$ cat src/hdl/rx_stats_pkg.sv
`default_nettype none

// ****************************************************************
// receive statistics increment constants
// ****************************************************************
package rx_stats_pkg;

    // ************************************************************
    // frame length thresholds, in bytes
    // ************************************************************
    localparam int unsigned LEN_W = 16;
    localparam logic [15:0] LEN_MIN_FRAME = 16'h0040;  // 64 bytes, smallest legal frame
    localparam logic [15:0] LEN_CLASS_127 = 16'h007F;  // 127
    localparam logic [15:0] LEN_CLASS_255 = 16'h00FF;  // 255
    localparam logic [15:0] LEN_CLASS_511 = 16'h01FF;  // 511
    localparam logic [15:0] LEN_CLASS_1023 = 16'h03FF; // 1023
    localparam logic [15:0] LEN_CLASS_1518 = 16'h05EE; // 1518
    localparam logic [15:0] LEN_MAX_FRAME = 16'h2580;  // 9600, largest frame still counted as maximum-size

    // ************************************************************
    // destination cast class reported by the receive mac
    // ************************************************************
    typedef enum logic [1:0] {
        CAST_UNICAST   = 2'b00,
        CAST_MULTICAST = 2'b01,
        CAST_BROADCAST = 2'b10,
        CAST_NONE      = 2'b11
    } cast_t;

    // ************************************************************
    // bit positions inside the increment pulse vector
    // ************************************************************
    localparam int unsigned INC_COUNT = 23;
    localparam int unsigned BIT_RUNT = 0;
    localparam int unsigned BIT_SIZE_64 = 1;
    localparam int unsigned BIT_SIZE_127 = 2;
    localparam int unsigned BIT_SIZE_255 = 3;
    localparam int unsigned BIT_SIZE_511 = 4;
    localparam int unsigned BIT_SIZE_1023 = 5;
    localparam int unsigned BIT_SIZE_1518 = 6;
    localparam int unsigned BIT_SIZE_MAX = 7;
    localparam int unsigned BIT_SIZE_OVER = 8;
    localparam int unsigned BIT_MCAST_DATA_ERR = 9;
    localparam int unsigned BIT_MCAST_DATA_GOOD = 10;
    localparam int unsigned BIT_BCAST_DATA_ERR = 11;
    localparam int unsigned BIT_BCAST_DATA_GOOD = 12;
    localparam int unsigned BIT_UCAST_DATA_ERR = 13;
    localparam int unsigned BIT_UCAST_DATA_GOOD = 14;
    localparam int unsigned BIT_MCAST_CTRL = 15;
    localparam int unsigned BIT_BCAST_CTRL = 16;
    localparam int unsigned BIT_UCAST_CTRL = 17;
    localparam int unsigned BIT_PAUSE = 18;
    localparam int unsigned BIT_CHECKSUM_ERR = 19;
    localparam int unsigned BIT_FRAGMENT = 20;
    localparam int unsigned BIT_JABBER = 21;
    localparam int unsigned BIT_SIZE_GOOD_CHECKSUM_BAD = 22;

    // ************************************************************
    // reset values
    // ************************************************************
    localparam logic [22:0] INC_RESET = 23'h00_0000;
    localparam logic [1:0] RST_SYNC_RESET = 2'h0;

endpackage : rx_stats_pkg

`default_nettype wire

$ cat src/hdl/inc_pulse_stage.sv
`timescale 1ns/1ns
`default_nettype none

// ****************************************************************
// output register stage for a vector of increment pulses
// ****************************************************************
module inc_pulse_stage #(
    parameter int unsigned WIDTH = 1
) (
    // clock and reset
    input  wire logic             clk,
    input  wire logic             rst_n,
    // pulse vector
    input  wire logic [WIDTH-1:0] pulse_next,
    output var  logic [WIDTH-1:0] pulse_reg
);

    // one flop per pulse keeps every top-level output glitch free
    always_ff @(posedge clk or negedge rst_n) begin
        if (!rst_n) begin
            pulse_reg <= '0;
        end else begin
            pulse_reg <= pulse_next;
        end
    end

endmodule // inc_pulse_stage

`default_nettype wire

$ cat src/hdl/rx_stats_inc.sv
`timescale 1ns/1ns
`default_nettype none

// Overview of operation
// (RULE1) valid non-control broadcast frame gives one-cycle broadcast data good pulse
// (RULE2) errored non-control unicast frame gives one-cycle unicast data error pulse
// (RULE3) valid non-control unicast frame gives one-cycle unicast data good pulse
// (RULE4) valid multicast control frame gives one-cycle multicast control pulse
// (RULE5) valid broadcast control frame gives one-cycle broadcast control pulse
// (RULE6) valid unicast control frame gives one-cycle unicast control pulse
// (RULE7) valid pause frame gives one-cycle pause pulse
// (RULE8) every frame with bad check sequence gives one-cycle checksum error pulse
// (RULE9) checksum pulse follows mac detection, not client stream delivery
// (RULE10) checksum errors counted even when filtering drops the frame
// (RULE11) frame under 64 bytes with crc error gives one-cycle fragment pulse
// (RULE12) oversized frame with crc error gives one-cycle jabber pulse
// (RULE13) legal-size frame with crc error gives one-cycle size-good-checksum-bad pulse
// (RULE14) pulses are driven in every build, counters present or not
// (RULE15) pulses are top outputs and feed counter increment inputs
// (RULE16) all pulses synchronous to receive mac clock, exactly one cycle
// (RULE17) one size-class pulse per legal frame, 64 up to oversized
// (RULE18) runt frame gives one-cycle runt pulse
// (RULE19) multicast and broadcast data good and error pulses mirror unicast ones
// (RULE20) pulses low in reset, at most one per output per frame
module rx_stats_inc
    import rx_stats_pkg::*;
(
    // clock and reset
    input  wire logic             CORE_CLK,
    input  wire logic             RESET_N,
    // frame end report from the receive mac
    input  wire logic             FRAME_DONE,
    input  wire logic [LEN_W-1:0] FRAME_LEN,
    input  wire logic [1:0]       FRAME_CAST,
    input  wire logic             FRAME_IS_CTRL,
    input  wire logic             FRAME_IS_PAUSE,
    input  wire logic             FRAME_CHECKSUM_BAD,
    input  wire logic             FRAME_LINK_ERR,
    // size class increments
    output var  logic             RUNT_PULSE,
    output var  logic             SIZE_64_PULSE,
    output var  logic             SIZE_127_PULSE,
    output var  logic             SIZE_255_PULSE,
    output var  logic             SIZE_511_PULSE,
    output var  logic             SIZE_1023_PULSE,
    output var  logic             SIZE_1518_PULSE,
    output var  logic             SIZE_MAX_PULSE,
    output var  logic             SIZE_OVER_PULSE,
    // data frame increments
    output var  logic             MCAST_DATA_ERR_PULSE,
    output var  logic             MCAST_DATA_GOOD_PULSE,
    output var  logic             BCAST_DATA_ERR_PULSE,
    output var  logic             BCAST_DATA_GOOD_PULSE,
    output var  logic             UCAST_DATA_ERR_PULSE,
    output var  logic             UCAST_DATA_GOOD_PULSE,
    // control frame increments
    output var  logic             MCAST_CTRL_PULSE,
    output var  logic             BCAST_CTRL_PULSE,
    output var  logic             UCAST_CTRL_PULSE,
    output var  logic             PAUSE_PULSE,
    // error increments
    output var  logic             CHECKSUM_ERR_PULSE,
    output var  logic             FRAGMENT_PULSE,
    output var  logic             JABBER_PULSE,
    output var  logic             SIZE_GOOD_CHECKSUM_BAD_PULSE
);

    // ************************************************************
    // reset release
    // ************************************************************
    logic [1:0]           rst_sync_reg;
    logic                 rst_n;
    logic                 done_seen_reg;
    logic                 frame_end;
    logic                 errored;
    logic                 good;
    logic                 is_runt;
    logic                 is_over;
    logic                 is_legal_size;
    cast_t                cast;
    logic                 cast_u;
    logic                 cast_m;
    logic                 cast_b;
    logic [INC_COUNT-1:0] inc_next;
    logic [INC_COUNT-1:0] inc_reg;

    // two flops release reset cleanly; assertion stays asynchronous
    always_ff @(posedge CORE_CLK or negedge RESET_N) begin
        if (!RESET_N) begin
            rst_sync_reg <= RST_SYNC_RESET;
        end else begin
            rst_sync_reg <= {rst_sync_reg[0], 1'b1};
        end
    end

    assign rst_n = rst_sync_reg[1];

    // ************************************************************
    // frame end detection
    // ************************************************************
    // rising edge only, so a strobe held high never counts twice
    always_ff @(posedge CORE_CLK or negedge rst_n) begin
        if (!rst_n) begin
            done_seen_reg <= 1'b0;
        end else begin
            done_seen_reg <= FRAME_DONE;
        end
    end

    assign frame_end = FRAME_DONE && !done_seen_reg; // see (RULE20)

    // ************************************************************
    // frame classification
    // ************************************************************
    // a link error or a bad check sequence both make the frame errored
    assign errored = FRAME_CHECKSUM_BAD || FRAME_LINK_ERR;
    assign good = !errored;
    assign is_runt = FRAME_LEN < LEN_MIN_FRAME;
    assign is_over = FRAME_LEN > LEN_MAX_FRAME;
    assign is_legal_size = !is_runt && !is_over;
    assign cast = cast_t'(FRAME_CAST);

    // reserved cast code falls through to no cast pulse at all
    always_comb begin
        cast_u = 1'b0;
        cast_m = 1'b0;
        cast_b = 1'b0;
        case (cast)
            CAST_UNICAST: begin
                cast_u = 1'b1;
            end
            CAST_MULTICAST: begin
                cast_m = 1'b1;
            end
            CAST_BROADCAST: begin
                cast_b = 1'b1;
            end
            default: begin
                cast_u = 1'b0;
            end
        endcase
    end

    // ************************************************************
    // next pulse vector
    // ************************************************************
    // everything is gated by frame_end, so nothing fires between frames
    always_comb begin
        inc_next = INC_RESET;
        if (frame_end) begin
            // size classes are exclusive: at most one fires per frame
            inc_next[BIT_RUNT] = is_runt; // see (RULE18)
            inc_next[BIT_SIZE_64] = FRAME_LEN == LEN_MIN_FRAME; // see (RULE17)
            inc_next[BIT_SIZE_127] = FRAME_LEN > LEN_MIN_FRAME && FRAME_LEN <= LEN_CLASS_127; // see (RULE17)
            inc_next[BIT_SIZE_255] = FRAME_LEN > LEN_CLASS_127 && FRAME_LEN <= LEN_CLASS_255; // see (RULE17)
            inc_next[BIT_SIZE_511] = FRAME_LEN > LEN_CLASS_255 && FRAME_LEN <= LEN_CLASS_511; // see (RULE17)
            inc_next[BIT_SIZE_1023] = FRAME_LEN > LEN_CLASS_511 && FRAME_LEN <= LEN_CLASS_1023; // see (RULE17)
            inc_next[BIT_SIZE_1518] = FRAME_LEN > LEN_CLASS_1023 && FRAME_LEN <= LEN_CLASS_1518; // see (RULE17)
            inc_next[BIT_SIZE_MAX] = FRAME_LEN > LEN_CLASS_1518 && !is_over; // see (RULE17)
            inc_next[BIT_SIZE_OVER] = is_over; // see (RULE17)
            // data frames, control frames excluded
            inc_next[BIT_MCAST_DATA_ERR] = cast_m && !FRAME_IS_CTRL && errored; // see (RULE19)
            inc_next[BIT_MCAST_DATA_GOOD] = cast_m && !FRAME_IS_CTRL && good; // see (RULE19)
            inc_next[BIT_BCAST_DATA_ERR] = cast_b && !FRAME_IS_CTRL && errored; // see (RULE19)
            inc_next[BIT_BCAST_DATA_GOOD] = cast_b && !FRAME_IS_CTRL && good; // see (RULE1)
            inc_next[BIT_UCAST_DATA_ERR] = cast_u && !FRAME_IS_CTRL && errored; // see (RULE2)
            inc_next[BIT_UCAST_DATA_GOOD] = cast_u && !FRAME_IS_CTRL && good; // see (RULE3)
            // control frames, valid ones only
            inc_next[BIT_MCAST_CTRL] = cast_m && FRAME_IS_CTRL && good; // see (RULE4)
            inc_next[BIT_BCAST_CTRL] = cast_b && FRAME_IS_CTRL && good; // see (RULE5)
            inc_next[BIT_UCAST_CTRL] = cast_u && FRAME_IS_CTRL && good; // see (RULE6)
            inc_next[BIT_PAUSE] = FRAME_IS_PAUSE && good; // see (RULE7)
            // checksum errors ignore any later client-side filtering
            inc_next[BIT_CHECKSUM_ERR] = FRAME_CHECKSUM_BAD; // see (RULE8) (RULE9) (RULE10)
            inc_next[BIT_FRAGMENT] = is_runt && FRAME_CHECKSUM_BAD; // see (RULE11)
            inc_next[BIT_JABBER] = is_over && FRAME_CHECKSUM_BAD; // see (RULE12)
            inc_next[BIT_SIZE_GOOD_CHECKSUM_BAD] = is_legal_size && FRAME_CHECKSUM_BAD; // see (RULE13)
        end
    end

    // ************************************************************
    // output registers
    // ************************************************************
    // one register stage; held at zero while reset is applied
    inc_pulse_stage #(
        .WIDTH      (INC_COUNT)
    ) u_pulse_stage (
        .clk        (CORE_CLK),
        .rst_n      (rst_n),
        .pulse_next (inc_next),
        .pulse_reg  (inc_reg)
    ); // see (RULE16) (RULE20)

    // same flops drive the pins and any counter block, in every build
    assign RUNT_PULSE = inc_reg[BIT_RUNT]; // see (RULE14) (RULE15)
    assign SIZE_64_PULSE = inc_reg[BIT_SIZE_64];
    assign SIZE_127_PULSE = inc_reg[BIT_SIZE_127];
    assign SIZE_255_PULSE = inc_reg[BIT_SIZE_255];
    assign SIZE_511_PULSE = inc_reg[BIT_SIZE_511];
    assign SIZE_1023_PULSE = inc_reg[BIT_SIZE_1023];
    assign SIZE_1518_PULSE = inc_reg[BIT_SIZE_1518];
    assign SIZE_MAX_PULSE = inc_reg[BIT_SIZE_MAX];
    assign SIZE_OVER_PULSE = inc_reg[BIT_SIZE_OVER];
    assign MCAST_DATA_ERR_PULSE = inc_reg[BIT_MCAST_DATA_ERR];
    assign MCAST_DATA_GOOD_PULSE = inc_reg[BIT_MCAST_DATA_GOOD];
    assign BCAST_DATA_ERR_PULSE = inc_reg[BIT_BCAST_DATA_ERR];
    assign BCAST_DATA_GOOD_PULSE = inc_reg[BIT_BCAST_DATA_GOOD];
    assign UCAST_DATA_ERR_PULSE = inc_reg[BIT_UCAST_DATA_ERR];
    assign UCAST_DATA_GOOD_PULSE = inc_reg[BIT_UCAST_DATA_GOOD];
    assign MCAST_CTRL_PULSE = inc_reg[BIT_MCAST_CTRL];
    assign BCAST_CTRL_PULSE = inc_reg[BIT_BCAST_CTRL];
    assign UCAST_CTRL_PULSE = inc_reg[BIT_UCAST_CTRL];
    assign PAUSE_PULSE = inc_reg[BIT_PAUSE];
    assign CHECKSUM_ERR_PULSE = inc_reg[BIT_CHECKSUM_ERR];
    assign FRAGMENT_PULSE = inc_reg[BIT_FRAGMENT];
    assign JABBER_PULSE = inc_reg[BIT_JABBER];
    assign SIZE_GOOD_CHECKSUM_BAD_PULSE = inc_reg[BIT_SIZE_GOOD_CHECKSUM_BAD];
endmodule // rx_stats_inc

`default_nettype wire

$ cat config.mk
export PLATFORM = sky130hd
export DESIGN_NAME = rx_stats_inc
export DESIGN_NICKNAME = d
export VERILOG_FILES = /design/src/hdl/rx_stats_pkg.sv /design/src/hdl/inc_pulse_stage.sv /design/src/hdl/rx_stats_inc.sv
export SDC_FILE = /design/constraint.sdc
export NUM_CORES = 1
export LEC_CHECK = 0
export BUFFER_PORTS_ARGS = -buffer_cell sky130_fd_sc_hd__buf_2
export CORE_MARGIN = 2
export CORE_UTILIZATION = 35
export DETAILED_ROUTE_END_ITERATION = 10
export GPL_ROUTABILITY_DRIVEN = 0
export GPL_TIMING_DRIVEN = 0
export PLACE_DENSITY = 0.61
export SLEW_MARGIN = 40
export SYNTH_ARGS = -nofsm -noshare
export SYNTH_HDL_FRONTEND = slang
export SYNTH_SLANG_ARGS = --single-unit
$ cat constraint.sdc
create_clock -name CORE_CLK -period 1.4 [get_ports CORE_CLK]
set_input_delay 0.28 -clock CORE_CLK [delete_from_list [all_inputs] [get_ports CORE_CLK]]
set_output_delay 0.28 -clock CORE_CLK [all_outputs]
set_load 0.005 [all_outputs]
# ---- Word-level counts from Yosys, hierarchy flattened
# Cells that the tools add are included.
dict set report totals {
  reg_bits 26
  in_bits 25
  out_inout_bits 23
  word_cells 57
}
dict set report classes {
  order_cmp 13
  n_eq_ne 3
  muxes 4
  n_reduce_logical 34
}
# operator n
set op_table {}
lappend op_table {{$gt A16 B7 Y1 const B} 2}
lappend op_table {{$logic_and A1 B1 Y1} 27}
lappend op_table {{$mux W23} 1}
lappend op_table {{$eq A16 B7 Y1 const B} 1}
lappend op_table {{$gt A16 B10 Y1 const B} 1}
lappend op_table {{$gt A16 B11 Y1 const B} 1}
lappend op_table {{$gt A16 B14 Y1 const B} 1}
lappend op_table {{$gt A16 B8 Y1 const B} 1}
lappend op_table {{$gt A16 B9 Y1 const B} 1}
lappend op_table {{$le A16 B10 Y1 const B} 1}
lappend op_table {{$le A16 B11 Y1 const B} 1}
lappend op_table {{$le A16 B7 Y1 const B} 1}
lappend op_table {{$le A16 B8 Y1 const B} 1}
lappend op_table {{$le A16 B9 Y1 const B} 1}
lappend op_table {{$lt A16 B7 Y1 const B} 1}
lappend op_table {{$logic_not A1 Y1} 5}
lappend op_table {{$mux W1} 3}
lappend op_table {{$eq A2 B1 Y1 const B} 1}
lappend op_table {{$eq A2 B2 Y1 const B} 1}
lappend op_table {{$logic_not A2 Y1} 1}
lappend op_table {{$logic_or A1 B1 Y1} 1}

# ---- Logic depth before layout (Yosys ltp)
dict set report logic_depth {
  depth_word 5
  ltp_mapped 4
  depth_no_buf 4
}

# ---- Hierarchy
# From an unflattened synthesis, not the netlist that was laid out.
dict set report unflattened {
  cells_unflattened 89
  hier_area_um2 1048.5
}
# module instances cells_each area_per_inst_um2 seq_area_each_um2
set modules_own_cells {}
lappend modules_own_cells {inc_pulse_stage 1 23 575.6 575.6}
lappend modules_own_cells {rx_stats_inc 1 66 473.0 75.1}

# ---- Worst setup path before layout
# Ideal clock, no wire load.
dict set report synth_timing {
  path_kind {input port to flip-flop}
  start {input port FRAME_LEN[12]}
  end {register u_pulse_stage.pulse_reg[22]}
  arrival_time_ps 1811
  setup_slack_ps -530
  stages 4
  n_path_buf 0
  cell_sequence {or4_1 -> or3_4 -> or4b_4 -> and3_1}
}
dict set report synth_between {
  elab_chain_len 5
  word_cells_on_any_way 7
  cone_classes {order compare: 2; mux: 1; reduce/logical: 4}
}
# element line
set synth_lines {}
lappend synth_lines {{from (decl)} rx_stats_inc.sv:33} ;# input wire logic [LEN_W-1:0] FRAME_LEN,
lappend synth_lines {{$lt A16 B7 Y1 or $gt A16 B14 Y1 (tied branches)} {rx_stats_inc.sv:118, rx_stats_inc.sv:119}}
lappend synth_lines {{$logic_not A1 Y1} rx_stats_inc.sv:120} ;# assign is_legal_size = !is_runt && !is_over;
lappend synth_lines {{$logic_and A1 B1 Y1 *} rx_stats_inc.sv:120}
lappend synth_lines {{$logic_and A1 B1 Y1 *} rx_stats_inc.sv:177} ;# inc_next[BIT_SIZE_GOOD_CHECKSUM_BAD] = is_legal_size && FRAME_CHECKSUM_BAD;
lappend synth_lines {{$mux W23 *} rx_stats_inc.sv:150} ;# if (frame_end) begin
lappend synth_lines {{via inc_next[22]} rx_stats_inc.sv:84} ;# logic [INC_COUNT-1:0] inc_next;
lappend synth_lines {{to (signal assigned)} inc_pulse_stage.sv:23} ;# pulse_reg <= pulse_next;
lappend synth_lines {{to (decl)} inc_pulse_stage.sv:15} ;# output var logic [WIDTH-1:0] pulse_reg
# Mark *: on every way through the listed nets, which the timed path passes. The rest lies on a longest branch.

# ---- Final worst setup path
# Same ends and word-level chain as after synthesis.

==> flow_summary.json <==
{
  "cts_tree": "built",
  "rows": 19,
  "initial_utilization": 0.3662,
  "placed_cells": 168,
  "drv_cap": 0,
  "final-setup-viol-count": 5,
  "drt_wl_total_um": 2083,
  "maxSlewViolCount": 0,
  "vias_per_cell": 4.943,
  "antenna_found_initial": 0,
  "cp_slowest_stage_delay_ns": 0.52,
  "critPathCaptureType": "flop",
  "clk_latency_ns": 0.31,
  "critPathArrivalTime_ns": 1.90,
  "clk_pin_slew_ns": 0.13,
  "ys_warn_count": 0,
  "syn-num-nets": 115,
  "r2r_start": "done_seen_reg",
  "rr_worst_depth": 3,
  "cts-root-buf": "clkbuf_4",
  "dr.pass1.iters": 4,
  "ir_drop_v": 0.0006044,
  "wire_per_inst_um": 11.84,
  "p_leak_uw": 0.0007541,
  "htree_levels": 1,
  "drt_iter0_markers": 14,
  "violations": "negative setup slack",
  "reg2reg_to": "u_pulse_stage.pulse_reg[2]",
  "power.density_nw_per_um2": 885.8,
  "ant_nets": 0,
  "die-area_um2": 3330,
  "cp_data_required_time_ns": 1.61,
  "layout-drive-gt1-share": 0.4621,
  "coreArea_um2": 2758,
  "drc": 0,
  "worst-path-max-fanout": 4,
  "overflow": 0,
  "timing.final.crit_period_ns": 1.696,
  "ys_types": 25,
  "finalWorstSetupSlack_ns": -0.2957,
  "max_freq_ghz": 0.5897,
  "slowest_stage": "or4_4",
  "grt_max_degree": 25,
  "syn_inst": 90,
  "rsz0062_at_grt": "true",
  "dp_hpwl_um": 1606,
  "final_cells": 176,
  "hp-class": "primary input to flop",
  "antennaDiodeCount": 0,
  "synth_top_cell_by_area": "dfrtp_1",
  "fin_crit_sh": 1.211,
  "avgSynthCellArea_um2": 11.22,
  "min-delay-start": "FRAME_DONE",
  "crit_chain": "buf_6, or4_4, or3_4, or4b_4, and3_1",
  "synth_seq_area_share": 0.6444,
  "dieHeight_um": 57.71,
  "holdWs_ns": 0.09792,
  "cts.sinks": 26,
  "grt_pass1_wl_um": 3477,
  "syn-cell-area_um2": 1010,
  "post-route-util": 0.5172,
  "area_delta_synth_final_pct": 41.26,
  "num_io_pins": 48,
  "regToRegSetupSlack_ns": -0.02,
  "cts_buffers": 3,
  "grtUsageTotal": 0.1344,
  "vias": 870,
  "min_to": "done_seen_reg",
  "hold_depth": 1,
  "synth_area_leaders": "dfrtp_1 (64%), nor2_1 (4.8%), nor3_1 (3.0%)",
  "cp-start-kind": "primary input",
  "timing.final.hold_violations": 0,
  "nNetsFinal": 171,
  "io_buffer_count": 47,
  "crit_type": "primary input to flop",
  "preCtsSetupSlack_ns": -0.6727,
  "die_w_um": 57.71,
  "first_global_vias": 832,
  "yosysTopAreaCellShare": 0.6444,
  "largest_reg_flops": 23,
  "clock_path_buffers": 2,
  "status": "complete, but fails checks",
  "clock_skew_ns": 0.007254,
  "ys_ff_latch": 26
}
-- final cells by class --
cell class / count / area [um^2]
fillers: 270 / 1331
flip-flops and latches: 26 / 651.9
multi-input cells: 61 / 407.9
repair buffers: 51 / 280.3
well taps: 31 / 38.79
clock buffers: 4 / 36.28
inverters: 3 / 11.26
-- what timing repair did --
item / in CTS / in global routing
buffers inserted: 2 / 1
pin swaps: 1 / 2
endpoints found under the hold margin: 2 / 0
resized for setup: 3 / 9
setup endpoints to repair: 7 / 8
hold buffers: 1 / 0
-- critical path, delay by kind of cell --
kind	cells	cell delay, ns
buffers and inverters	1	0.09
AND/OR/NAND/NOR	4	1.54
-- worst max path at each step --
stage	endpoint	slack, ns	startpoint	depth (start not counted)
2_1_floorplan	u_pulse_stage.pulse_reg[22]	-0.52	FRAME_LEN[12]	4
3_3_place_gp	u_pulse_stage.pulse_reg[22]	-0.66	FRAME_LEN[12]	5
3_5_place_dp	u_pulse_stage.pulse_reg[22]	-0.67	FRAME_LEN[12]	5
4_1_cts	u_pulse_stage.pulse_reg[22]	-0.28	FRAME_LEN[12]	5
5_1_grt	u_pulse_stage.pulse_reg[22]	-0.30	FRAME_LEN[12]	5
6_report	u_pulse_stage.pulse_reg[22]	-0.30	FRAME_LEN[12]	5
-- cell usage after synthesis --
cell and number:
a211oi_1 1, a21oi_1 3, a31oi_1 1, a41oi_1 1, and2_1 1, and3_1 3
and4_1 2, and4b_1 1, conb_1 1, dfrtp_1 26, inv_1 3, nand2_1 7
nand2b_1 3, nand3_1 1, nand4_1 1, nand4b_1 1, nor2_1 13, nor2b_1 2
nor3_1 6, nor3b_1 2, nor4_1 4, o21ai_0 2, or3_4 1, or4_1 3
or4b_4 1
-- layout by cell type, fill, tap and decap left out, drive strengths merged, types with 2 or more instances in the layout --
master	Yosys	final
nor3	6	6
nand2b	3	3
and3	3	3
and4	2	2
o21ai	2	2
nor3b	2	2
or4	3	3
a21oi	3	3
nand2	7	7
nor2	13	13
clkbuf	0	4
dfrtp	26	26
nor4	4	4
buf	0	50
inv	3	3
nor2b	2	2
-- where the power goes --
group / internal (uW) / leakage (uW) / switching, uW
Clock: 159 / 0.0000210 / 199
Combinational: 58.4 / 0.000380 / 69.9
Sequential: 763 / 0.000353 / 15.0
Total: 980 / 0.000754 / 284
-- routing by layer --
layer | share of wire | vias to the layer above | wire [um] | global-route usage
li1 | - | 429 | - | -
met1 | 0.41 | 402 | 847 | 0.1590
met2 | 0.49 | 37 | 1027 | 0.2321
met3 | 0.093 | 2 | 193 | 0.03125
met4 | 0.0067 | 0 | 14 | 0.05980
met5 | 0 | - | 0 | 0
-- through the flow --
stage | power [uW] | setup TNS, ns | instance area [um^2]
4_1_cts | 1270 | -0.9382 | 1371
3_3_place_gp | 896.2 | -3.944 | 1291
2_1_floorplan | 826.8 | -2.301 | 1017
6_report | 1263 | -1.239 | 1426
3_5_place_dp | 901.2 | -4.082 | 1292
5_1_grt | 1337 | -1.297 | 1426
-- logic make-up (layout without fill, tap and decap cells) --
group,after synthesis,after routing,share of synthesized area
buffers and inverters,3,58,0.01115
AOI/OAI and AO/OA,8,8,0.04709
and+or+nand+nor,52,52,0.2937
DFF,26,26,0.6444
other,1,1,0.003714
Note: power is estimated with default switching activity, not from simulation.
